`src/rtl/spsd_pkg.sv`:
```
// Constants for the strobe phase-shift delay-locked loop controller.
// Assumes one 200 MHz reference clock that matches the read strobe rate.
package spsd_pkg;
  localparam int CLK_PERIOD_PS = 5000;
  // Reference range the loop supports, in MHz
  localparam int REF_MIN_MHZ = 100;
  localparam int REF_MAX_MHZ = 400;
  // Per-mode ranges in MHz; mode 3 top end depends on speed grade
  localparam int M0_MIN_MHZ = 100;
  localparam int M0_MAX_MHZ = 175;
  localparam int M1_MIN_MHZ = 150;
  localparam int M1_MAX_MHZ = 230;
  localparam int M2_MIN_MHZ = 200;
  localparam int M2_MAX_MHZ = 310;
  localparam int M3_MIN_MHZ = 240;
  localparam int M3_MAX_FAST_MHZ = 400;
  localparam int M3_MAX_SLOW_MHZ = 350;
  // Settle interval after every reset, in reference cycles
  localparam int SETTLE_CYCLES = 256;
  localparam logic [7:0] SETTLE_LAST = 8'(SETTLE_CYCLES - 1);
  // Fixed shift for interfaces below the lowest mode
  localparam int LOW_SHIFT_PS = 2500;
  localparam int ELEM_DELAY_PS = 416;
  localparam logic [5:0] LOW_SHIFT_SET = 6'((LOW_SHIFT_PS + ELEM_DELAY_PS - 1) / ELEM_DELAY_PS);
  // Delay elements in the chain per mode
  localparam logic [4:0] ELEMS_M0 = 5'h0c;
  localparam logic [4:0] ELEMS_M1 = 5'h10;
  localparam logic [4:0] ELEMS_M2 = 5'h0c;
  localparam logic [4:0] ELEMS_M3 = 5'h0a;
  // Phase step per element in tenths of a degree
  localparam logic [9:0] STEP_M0 = 10'h12c;
  localparam logic [9:0] STEP_M1 = 10'h0e1;
  localparam logic [9:0] STEP_M3 = 10'h168;
  localparam logic [2:0] SHIFT_STEPS = 3'h4;
  // Counter full scale (6 bits in mode 0, 5 bits otherwise)
  localparam logic [5:0] CNT_MAX_WIDE = 6'h3f;
  localparam logic [5:0] CNT_MAX_NARROW = 6'h1f;
  // Ceiling of the strobe setting after offset
  localparam logic [6:0] SET_CEIL_WIDE = 7'h40;
  localparam logic [6:0] SET_CEIL_NARROW = 7'h20;
  // Offset limits, two's complement
  localparam logic signed [7:0] OFS_MIN_WIDE = -8'sd64;
  localparam logic signed [7:0] OFS_MAX_WIDE = 8'sd63;
  localparam logic signed [7:0] OFS_MIN_NARROW = -8'sd32;
  localparam logic signed [7:0] OFS_MAX_NARROW = 8'sd31;
  localparam logic [5:0] DLY_RESET = 6'h00;
  typedef enum logic [1:0] {
    SPSD_OFS_STATIC = 2'h0,
    SPSD_OFS_ADD = 2'h1,
    SPSD_OFS_SUB = 2'h2,
    SPSD_OFS_BOTH = 2'h3
  } spsd_ofs_mode_t;
  typedef enum logic [2:0] {
    SPSD_SETTLE = 3'b001,
    SPSD_LOCKED = 3'b010,
    SPSD_FIXED = 3'b100
  } spsd_state_t;
endpackage : spsd_pkg

```
`src/rtl/spsd_top.sv`:
```
// Delay-locked loop controller: turns the phase comparator direction into a delay
// setting, adds the phase offset and drives the per-pin strobe logic and the array.
// Assumes the comparator level and the pin reset are asynchronous to i_clk.
// How it works
// - Loop locks and gives settings for references from 100 to 400 MHz.
// - Up to 256 cycles to find the period; data meanwhile is unreliable.
// - Below 100 MHz a fixed 2.5 ns shift; more only via offset.
// - Four frequency modes 0 to 3, each with range, shifts and chain length.
// - Modes 0-2 ranges; modes 0 and 2 use 12 elements, mode 1 uses 16.
// - Mode 3 spans 240-400 or 240-350 MHz with 10 elements.
// - Delay setting is 6 bits in mode 0, 5 bits in modes 1-3.
// - Reset from array or pin; each reset restarts the 256-cycle wait.
// - Reference passes up to 16 delay elements; comparator checks chain output.
// - Comparator direction steps a six-bit up/down delay counter.
// - Zero-degree shift bypasses the strobe logic block; the loop still drives the array.
// - Delay setting goes to strobe blocks and array; offset only to strobe.
// - Offset is two's complement: -64..63 in mode 0, -32..31 otherwise.
// - Offset sum saturates at 0 and at 64 or 32.
// - Static offset: positive adds, negative subtracts.
// - Each strobe pin and its complement has its own logic block.
`timescale 1ns/1ps
module spsd_top (
  input wire logic i_clk,
  input wire logic i_rst_n,
  input wire logic i_pin_reset_n,
  input wire logic i_array_reset,
  input wire logic [1:0] i_freq_mode,
  input wire logic i_fast_grade,
  input wire logic i_low_freq,
  input wire logic i_chain_early,
  input wire logic [2:0] i_shift_sel,
  input wire logic [1:0] i_offset_mode,
  input wire logic signed [6:0] i_static_offset,
  input wire logic [5:0] i_dyn_offset,
  input wire logic i_add_not_sub,
  output logic o_locked,
  output logic o_bypass,
  output logic o_upndn,
  output logic [5:0] o_delay_to_array,
  output logic [5:0] o_delay_to_strobe,
  output logic signed [6:0] o_offset_to_strobe,
  output logic [6:0] o_strobe_setting,
  output logic [4:0] o_chain_elems,
  output logic [2:0] o_strobe_taps,
  output logic [9:0] o_step_tenth_deg,
  output logic [8:0] o_range_max_mhz
);

  function automatic logic [5:0] cnt_max(input logic [1:0] mode);
    cnt_max = (mode == 2'h0) ? spsd_pkg::CNT_MAX_WIDE : spsd_pkg::CNT_MAX_NARROW;
  endfunction : cnt_max

  function automatic logic [4:0] chain_elems(input logic [1:0] mode);
    unique case (mode)
      2'h0: chain_elems = spsd_pkg::ELEMS_M0;
      2'h1: chain_elems = spsd_pkg::ELEMS_M1;
      2'h2: chain_elems = spsd_pkg::ELEMS_M2;
      2'h3: chain_elems = spsd_pkg::ELEMS_M3;
    endcase
  endfunction : chain_elems

  // Two-stage synchronisers for the pin reset and comparator level
  logic pin_rst_s1;
  logic pin_rst_s2;
  logic cmp_s1;
  logic cmp_s2;
  always_ff @(posedge i_clk) begin
    if (!i_rst_n) begin
      pin_rst_s1 <= 1'b1;
      pin_rst_s2 <= 1'b1;
      cmp_s1 <= 1'b0;
      cmp_s2 <= 1'b0;
    end else begin
      pin_rst_s1 <= i_pin_reset_n;
      pin_rst_s2 <= pin_rst_s1;
      cmp_s1 <= i_chain_early;
      cmp_s2 <= cmp_s1;
    end
  end

  logic [1:0] mode_q;
  logic low_q;
  always_ff @(posedge i_clk) begin
    if (!i_rst_n) begin
      mode_q <= 2'h0;
      low_q <= 1'b0;
    end else begin
      mode_q <= i_freq_mode;
      low_q <= i_low_freq;
    end
  end

  // A loop reset from pin or array, or a mode change, restarts the settle wait
  logic restart;
  assign restart = !pin_rst_s2 || i_array_reset || (mode_q != i_freq_mode)
    || (low_q != i_low_freq);

  spsd_pkg::spsd_state_t st;
  spsd_pkg::spsd_state_t next_st;
  logic [7:0] settle_cnt;
  always_comb begin
    next_st = st;
    unique case (st)
      spsd_pkg::SPSD_SETTLE: begin
        if (settle_cnt == spsd_pkg::SETTLE_LAST) begin
          next_st = low_q ? spsd_pkg::SPSD_FIXED : spsd_pkg::SPSD_LOCKED;
        end
      end
      spsd_pkg::SPSD_LOCKED: next_st = spsd_pkg::SPSD_LOCKED;
      spsd_pkg::SPSD_FIXED: next_st = spsd_pkg::SPSD_FIXED;
      default: next_st = spsd_pkg::SPSD_SETTLE;
    endcase
    if (restart) begin
      next_st = spsd_pkg::SPSD_SETTLE;
    end
  end

  always_ff @(posedge i_clk) begin
    if (!i_rst_n) begin
      st <= spsd_pkg::SPSD_SETTLE;
      o_locked <= 1'b0;
    end else begin
      st <= next_st;
      o_locked <= (next_st != spsd_pkg::SPSD_SETTLE);
    end
  end

  always_ff @(posedge i_clk) begin
    if (!i_rst_n || restart) begin
      settle_cnt <= 8'h00;
    end else if (st == spsd_pkg::SPSD_SETTLE && settle_cnt != spsd_pkg::SETTLE_LAST) begin
      settle_cnt <= settle_cnt + 8'h01;
    end
  end

  // Up/down delay counter driven by comparator direction
  logic [5:0] dly;
  logic [5:0] next_dly;
  always_comb begin
    next_dly = dly;
    if (restart) begin
      next_dly = spsd_pkg::DLY_RESET;
    end else if (st == spsd_pkg::SPSD_FIXED) begin
      next_dly = spsd_pkg::LOW_SHIFT_SET;
    end else if (cmp_s2) begin
      if (dly < cnt_max(mode_q)) begin
        next_dly = dly + 6'h01;
      end
    end else if (dly != 6'h00) begin
      next_dly = dly - 6'h01;
    end
    if (next_dly > cnt_max(mode_q)) begin
      next_dly = cnt_max(mode_q);
    end
  end

  always_ff @(posedge i_clk) begin
    if (!i_rst_n) begin
      dly <= spsd_pkg::DLY_RESET;
      o_upndn <= 1'b0;
    end else begin
      dly <= next_dly;
      o_upndn <= cmp_s2;
    end
  end

  // Offset selection, clamp to the mode's two's complement range
  logic signed [7:0] ofs_raw;
  logic signed [7:0] ofs;
  logic signed [8:0] sum;
  logic [6:0] next_set;
  logic [6:0] ceil_set;
  always_comb begin
    unique case (spsd_pkg::spsd_ofs_mode_t'(i_offset_mode))
      spsd_pkg::SPSD_OFS_STATIC: ofs_raw = 8'(i_static_offset);
      spsd_pkg::SPSD_OFS_ADD: ofs_raw = $signed({2'b00, i_dyn_offset});
      spsd_pkg::SPSD_OFS_SUB: ofs_raw = -$signed({2'b00, i_dyn_offset});
      spsd_pkg::SPSD_OFS_BOTH: begin
        ofs_raw = i_add_not_sub ? $signed({2'b00, i_dyn_offset})
          : -$signed({2'b00, i_dyn_offset});
      end
    endcase
    if (mode_q == 2'h0) begin
      ofs = (ofs_raw < spsd_pkg::OFS_MIN_WIDE) ? spsd_pkg::OFS_MIN_WIDE
        : (ofs_raw > spsd_pkg::OFS_MAX_WIDE) ? spsd_pkg::OFS_MAX_WIDE : ofs_raw;
      ceil_set = spsd_pkg::SET_CEIL_WIDE;
    end else begin
      ofs = (ofs_raw < spsd_pkg::OFS_MIN_NARROW) ? spsd_pkg::OFS_MIN_NARROW
        : (ofs_raw > spsd_pkg::OFS_MAX_NARROW) ? spsd_pkg::OFS_MAX_NARROW : ofs_raw;
      ceil_set = spsd_pkg::SET_CEIL_NARROW;
    end
    sum = $signed({3'b000, dly}) + 9'(ofs);
    if (sum < 9'sd0) begin
      next_set = 7'h00;
    end else if (sum > $signed({2'b00, ceil_set})) begin
      next_set = ceil_set;
    end else begin
      next_set = sum[6:0];
    end
    if (i_shift_sel == 3'h0) begin
      next_set = 7'h00;
    end
  end

  // Settings to the per-pin strobe blocks and the logic array
  always_ff @(posedge i_clk) begin
    if (!i_rst_n) begin
      o_delay_to_array <= spsd_pkg::DLY_RESET;
      o_delay_to_strobe <= spsd_pkg::DLY_RESET;
      o_offset_to_strobe <= 7'sd0;
      o_strobe_setting <= 7'h00;
      o_bypass <= 1'b1;
      o_strobe_taps <= 3'h0;
    end else begin
      o_delay_to_array <= next_dly;
      o_delay_to_strobe <= (i_shift_sel == 3'h0) ? 6'h00 : next_dly;
      o_offset_to_strobe <= (i_shift_sel == 3'h0) ? 7'sd0 : ofs[6:0];
      o_strobe_setting <= next_set;
      o_bypass <= (i_shift_sel == 3'h0);
      o_strobe_taps <= (i_shift_sel > spsd_pkg::SHIFT_STEPS) ? spsd_pkg::SHIFT_STEPS
        : i_shift_sel;
    end
  end

  // Chain length, phase step and frequency ceiling of the selected mode
  always_ff @(posedge i_clk) begin
    if (!i_rst_n) begin
      o_chain_elems <= spsd_pkg::ELEMS_M0;
      o_step_tenth_deg <= spsd_pkg::STEP_M0;
      o_range_max_mhz <= 9'(spsd_pkg::M0_MAX_MHZ);
    end else begin
      o_chain_elems <= chain_elems(i_freq_mode);
      unique case (i_freq_mode)
        2'h0: begin
          o_step_tenth_deg <= spsd_pkg::STEP_M0;
          o_range_max_mhz <= 9'(spsd_pkg::M0_MAX_MHZ);
        end
        2'h1: begin
          o_step_tenth_deg <= spsd_pkg::STEP_M1;
          o_range_max_mhz <= 9'(spsd_pkg::M1_MAX_MHZ);
        end
        2'h2: begin
          o_step_tenth_deg <= spsd_pkg::STEP_M0;
          o_range_max_mhz <= 9'(spsd_pkg::M2_MAX_MHZ);
        end
        2'h3: begin
          o_step_tenth_deg <= spsd_pkg::STEP_M3;
          o_range_max_mhz <= i_fast_grade ? 9'(spsd_pkg::M3_MAX_FAST_MHZ)
            : 9'(spsd_pkg::M3_MAX_SLOW_MHZ);
        end
      endcase
    end
  end
endmodule : spsd_top

```
`config.mk`:
```
export PLATFORM = sky130hd
export DESIGN_NAME = spsd_top
export DESIGN_NICKNAME = d
export VERILOG_FILES = /design/src/rtl/spsd_pkg.sv /design/src/rtl/spsd_top.sv
export SDC_FILE = /design/constraint.sdc
export NUM_CORES = 1
export LEC_CHECK = 0
export BUFFER_PORTS_ARGS = -buffer_cell sky130_fd_sc_hd__clkbuf_2
export CORE_ASPECT_RATIO = 2
export CORE_MARGIN = 3
export CORE_UTILIZATION = 51
export DETAILED_ROUTE_END_ITERATION = 7
export PLACE_DENSITY_LB_ADDON = 0.12
export SLEW_MARGIN = 10
export SYNTH_ARGS = -nofsm -noshare
export SYNTH_HDL_FRONTEND = slang
export SYNTH_SLANG_ARGS = --single-unit
```
`constraint.sdc`:
```
create_clock -name i_clk -period 7.65 [get_ports i_clk]
set_input_delay 1.53 -clock i_clk [delete_from_list [all_inputs] [get_ports i_clk]]
set_output_delay 1.53 -clock i_clk [all_outputs]
set_load 0.05 [all_outputs]
```
Yosys cells after proc, flatten, opt, wreduce, memory -nomap -nowiden
Index checks and enable logic that the tools add are counted.
{ "word_totals": {"ff_bits": 74, "inputBits": 28, "out_inout_bits": 56, "word_cells": 90} }
{ "op_classes": {"addsub": 5, "n_lt_le_gt_ge": 9, "n_eq_ne": 14, "muxes": 25, "bitwise_logic": 1, "reduce_logical": 16} }
{ "ops": {"columns": ["cell", "n"], "rows": [
  ["8-bit two-way mux", 7],
  ["6-bit two-way mux", 7],
  ["9-bit case mux with 4 select lines", 1],
  ["8-bit case mux with 4 select lines", 1],
  ["10-bit case mux with 3 select lines", 1],
  ["5-bit case mux with 3 select lines", 1],
  ["7-bit two-way mux", 2],
  ["3-bit two-way mux", 4],
  ["7-bit by 8-bit adder with 9-bit output", 1],
  ["9-bit by 8-bit greater-than comparator with 1-bit output", 1],
  ["9-bit by 1-bit < comparator with 1-bit output (second input constant)", 1],
  ["3-bit case mux with 3 select lines", 1],
  ["8-bit by 1-bit adder with 8-bit output (second input constant)", 1],
  ["2-bit equality test (second input constant)", 4],
  ["8-bit equality test (second input constant)", 1],
  ["8-bit by 6-bit greater-than comparator with 1-bit output (second input constant)", 1],
  ["8-bit by 7-bit greater-than comparator with 1-bit output (second input constant)", 1],
  ["8-bit by 6-bit < comparator with 1-bit output (second input constant)", 1],
  ["8-bit by 7-bit < comparator with 1-bit output (second input constant)", 1],
  ["8-bit inequality test (second input constant)", 1],
  ["6-bit negator with 8-bit output", 1],
  ["6-bit by 1-bit adder with 6-bit output (second input constant)", 1],
  ["6-bit greater-than comparator", 1],
  ["2-bit zero test", 3],
  ["other kinds (18)", 25]
]} }

Logic depth before layout (Yosys ltp)
{ "depth": {"word_depth": 10, "mapped_depth": 19} }

Worst setup path before layout
OpenSTA, ideal clock, no wires.
{ "synth_timing": {"path_type": "in2reg", "from": "input port i_offset_mode[0]", "to": "register o_strobe_setting[3]", "setup_time_ns": 0.060, "t_arrival_ns": 4.934, "t_required_ns": 7.590, "path_slack_ns": 2.656, "path_stages": 19, "cell_sequence": "buf_4 > nand2_2 > nand2_1 > nor3_1 > a21oi_1 > a21oi_1 > nor2_1 > ha_1 > fa_1 > a211oi_1 > o21bai_1 > a21o_1 > xnor2_1 > ha_1 > nand4_1 > a21oi_1 > a21o_1 > nand3_1 > and3b_1"} }
{ "synth_between": {"elab_chain_cells": 9} }
{ "synth_lines": {"columns": ["item", "line_no", "source"], "rows": [
  ["start: declaration", "spsd_top.sv:32", "input wire logic [1:0] i_offset_mode,"],
  ["2-bit equality test (tied with other cells)", "spsd_top.sv:174", "unique case (spsd_pkg::spsd_ofs_mode_t'(i_offset_mode))"],
  ["8-bit case mux with 4 select lines (*)", "spsd_top.sv:174", null],
  ["8-bit by 6-bit greater-than comparator with 1-bit output / 8-bit by 7-bit greater-than comparator with 1-bit output (equally long branches)", "spsd_top.sv:189, spsd_top.sv:185", null],
  ["8-bit two-way mux (on tied branches)", "spsd_top.sv:189, spsd_top.sv:185", null],
  ["8-bit two-way mux (on tied branches)", "spsd_top.sv:188, spsd_top.sv:184", null],
  ["8-bit two-way mux (*)", "spsd_top.sv:183", "if (mode_q == 2'h0) begin"],
  ["named net ofs[0]", "spsd_top.sv:169", "logic signed [7:0] ofs;"],
  ["7-bit by 8-bit adder with 9-bit output (*)", "spsd_top.sv:192", "sum = $signed({3'b000, dly}) + 9'(ofs);"],
  ["9-bit by 1-bit < comparator with 1-bit output / 9-bit by 8-bit greater-than comparator with 1-bit output (equally long branches)", "spsd_top.sv:193, spsd_top.sv:195", null],
  ["3-bit OR reduction (no source line) / 7-bit two-way mux (equally long branches)", null, null],
  ["end signal: assignment", "spsd_top.sv:218", "o_strobe_setting <= next_set;"],
  ["end: declaration", "spsd_top.sv:42", "output logic [6:0] o_strobe_setting,"]
]} }
Mark *: on every way through the listed nets, which the timed path passes. The rest lies on a longest branch.
A chain may end at the register's enable or synchronous reset.

Worst setup path after layout
Same ends and word-level chain as after synthesis.

==> flow_summary.json <==
{
  "status": "finished clean",
  "grt_max_degree": 17,
  "synth_area_per_cell_um2": 8.79,
  "dp.cells": 482,
  "cp.arrival_ns": 5.57,
  "p_leak_uw": 0.00171,
  "peakVddDrop_v": 0.000246,
  "root_buffer": "clkbuf_16",
  "placed_cell_area_um2": 3490,
  "p_per_area_nw_per_um2": 239,
  "first_global_vias": 2592,
  "wirelength_mm": 7.12,
  "vias": 2692,
  "fin_area_um2": 3790,
  "yosys.area.top_type": "dfxtp_1",
  "core_area_um2": 6010,
  "postCtsHoldBufs": 0,
  "dp_hpwl_mm": 5.49,
  "cp.required_ns": 7.92,
  "die_h_um": 117,
  "ant_nets": 0,
  "cts_tree": "built",
  "clk_latency_ns": 0.33,
  "die_x_um": 61.6,
  "drc_errors": 0,
  "layoutNonFillerInstCount": 498,
  "post_cts_buffers": 0,
  "grt_setup_unrepaired": "no",
  "synth-seq-cells": 62,
  "synth_common_cells": "62 x dfxtp_1, 49 x nor2_1, 26 x a21oi_1",
  "period_share": 0.692,
  "initial_core_util": 0.526,
  "post-synth-top-area-fraction": 0.393,
  "ios": 84,
  "synthCells": 359,
  "fin_ws_ns": 2.36,
  "finalHoldViolations": 0,
  "synth_ff_type": "dfxtp_1",
  "firstDrtPassIters": 6,
  "row_count": 40,
  "min_period_ns": 5.29,
  "dieArea_um2": 7230,
  "timing.critical_path.to_type": "flop",
  "finalSetupViolations": 0,
  "syn2layout_area_growth_pct": 20.1,
  "seq_area_frac_synth": 0.393,
  "cts_sinks": 62,
  "htreeDepth": 3,
  "grt-ovfl-total": 0,
  "power_uw": 905,
  "nets": 473,
  "yosysMostFrequentCell": "dfxtp_1",
  "netlist-cell-type-count": 61,
  "grt_pass1_wl_mm": 11.2,
  "post-place-ws_ns": 2.07,
  "max_freq_mhz": 189,
  "tns_ns": 0,
  "crit_path_start_kind": "input port",
  "wl_per_cell_um": 14.3,
  "vias_per_cell": 5.41,
  "netlist_top_cells_area": "dfxtp_1 39%, nor2_1 5.8%, ha_1 5.5%",
  "clk_path_buf_depth": 2,
  "yosysWarnings": 0,
  "min_path_type": "reg -> reg",
  "cts_made_buffers": 9,
  "slew_headroom": 0.554,
  "path_max_fanout": 10,
  "drv_cap": 0,
  "skew_ns": 0.00748,
  "syn-cell-area_um2": 3160,
  "clk_pin_slew_ns": 0.05,
  "drv_slew": 0,
  "synth_edf_count": 0,
  "antenna_found_initial": 0,
  "drive_gt1_frac": 0.255,
  "gp_congestion": 0.884,
  "port-buffer-count": 78,
  "grt_use_total": 0.211,
  "antenna_cells": 0,
  "cts_resized": 0,
  "worst_pin_slew_ns": 0.667,
  "synthArstFlopShare": 0,
  "critPathKind": "in -> reg",
  "first_iter_violations": 171
}
-- final cells by class --
class,instances,area (um2)
timing repair buffer,78,390
clock inverter,6,71.3
sequential,62,1240
clock buffer,10,229
tap,63,78.8
multi-input combinational,265,1730
fill,538,2220
inverter,14,52.6
-- state kept, by name, indices dropped and copies added (netlist names), 2 cells and up --
name	count
o_strobe_setting	7
o_delay_to_strobe	6
o_chain_elems	3
st	3
o_offset_to_strobe	7
o_strobe_taps	3
o_range_max_mhz	7
o_delay_to_array	6
o_step_tenth_deg	2
settle_cnt	8
mode_q	2
-- logic make-up (layout without fill, tap and decap cells) --
family	count (synthesis)	count (layout)	synth area share
AOI/OAI and AO/OA	74	74	0.164
xor gates and xnor gates	17	17	0.0472
adders and majority gates	15	15	0.0618
buffers and inverters	35	108	0.0634
DFF	62	62	0.393
muxes	5	5	0.0163
other	2	5	0.00238
and+or+nand+nor	149	149	0.251
-- critical path, stage by stage --
cell,delay [ns]
clkbuf_2,0.18
nand2_2,0.23
nand2_1,0.13
nor3_1,0.42
a21oi_1,0.12
a21oi_1,0.21
nor2_1,0.08
ha_1,0.21
fa_1,0.41
a211oi_1,0.33
o21bai_1,0.15
a21o_1,0.22
xnor2_1,0.16
ha_1,0.34
nand4_1,0.07
a21oi_1,0.17
a21o_1,0.18
nand3_1,0.16
and3b_1,0.26
-- placed cells by master (no fill, tap or decap), types with 3 or more instances in the layout --
cell,Yosys,layout
and3b_1,3,3
inv_1,14,14
clkbuf_2,0,78
nor2_1,49,49
or2_2,3,3
conb_1,2,5
dfxtp_1,62,62
nand2_1,24,24
nand2b_1,7,7
and2_1,13,13
ha_1,14,14
mux2i_1,4,4
a31oi_1,4,4
nand3_1,7,7
a211oi_1,4,4
o21bai_1,3,3
a21oi_1,26,26
o21ai_0,12,12
xor2_1,9,9
nand4_1,4,4
nor2b_1,6,6
nor3_1,14,14
o22ai_1,5,5
clkbuf_16,0,9
xnor2_1,8,8
-- per-layer routing --
layer / GRT usage / part of all wire / vias to the layer above
met4: 0.119 / 0.030 / 0
met1: 0.195 / 0.36 / 1242
met5: 0 / 0 / -
met2: 0.390 / 0.57 / 64
li1: - / - / 1368
met3: 0.0582 / 0.038 / 18
-- stage by stage --
stage	utilization	hold slack [ns]
final	0.631	0.399
after global routing	0.631	0.423
after CTS	0.631	0.404
after detailed placement	0.581	0.397
after global placement	0.581	0.390
after floorplan	-	0.386
-- power breakdown --
group          total, uW  internal, uW  switching [uW]
Sequential           342           336            5.21
Clock                403           254             149
Combinational        161          47.2             113
Total                905           638             268
-- final timing paths --
kind / to / from / slack, ns / cells after the start
max: o_strobe_setting[3] / i_offset_mode[0] / 2.36 / 19
min: pin_rst_s2 / pin_rst_s1 / 0.40 / 1
max reg2reg: o_strobe_setting[3] / mode_q[1] / 3.56 / 15
min reg2reg: pin_rst_s2 / pin_rst_s1 / 0.40 / 1
Power figures use the tool's default switching activity.
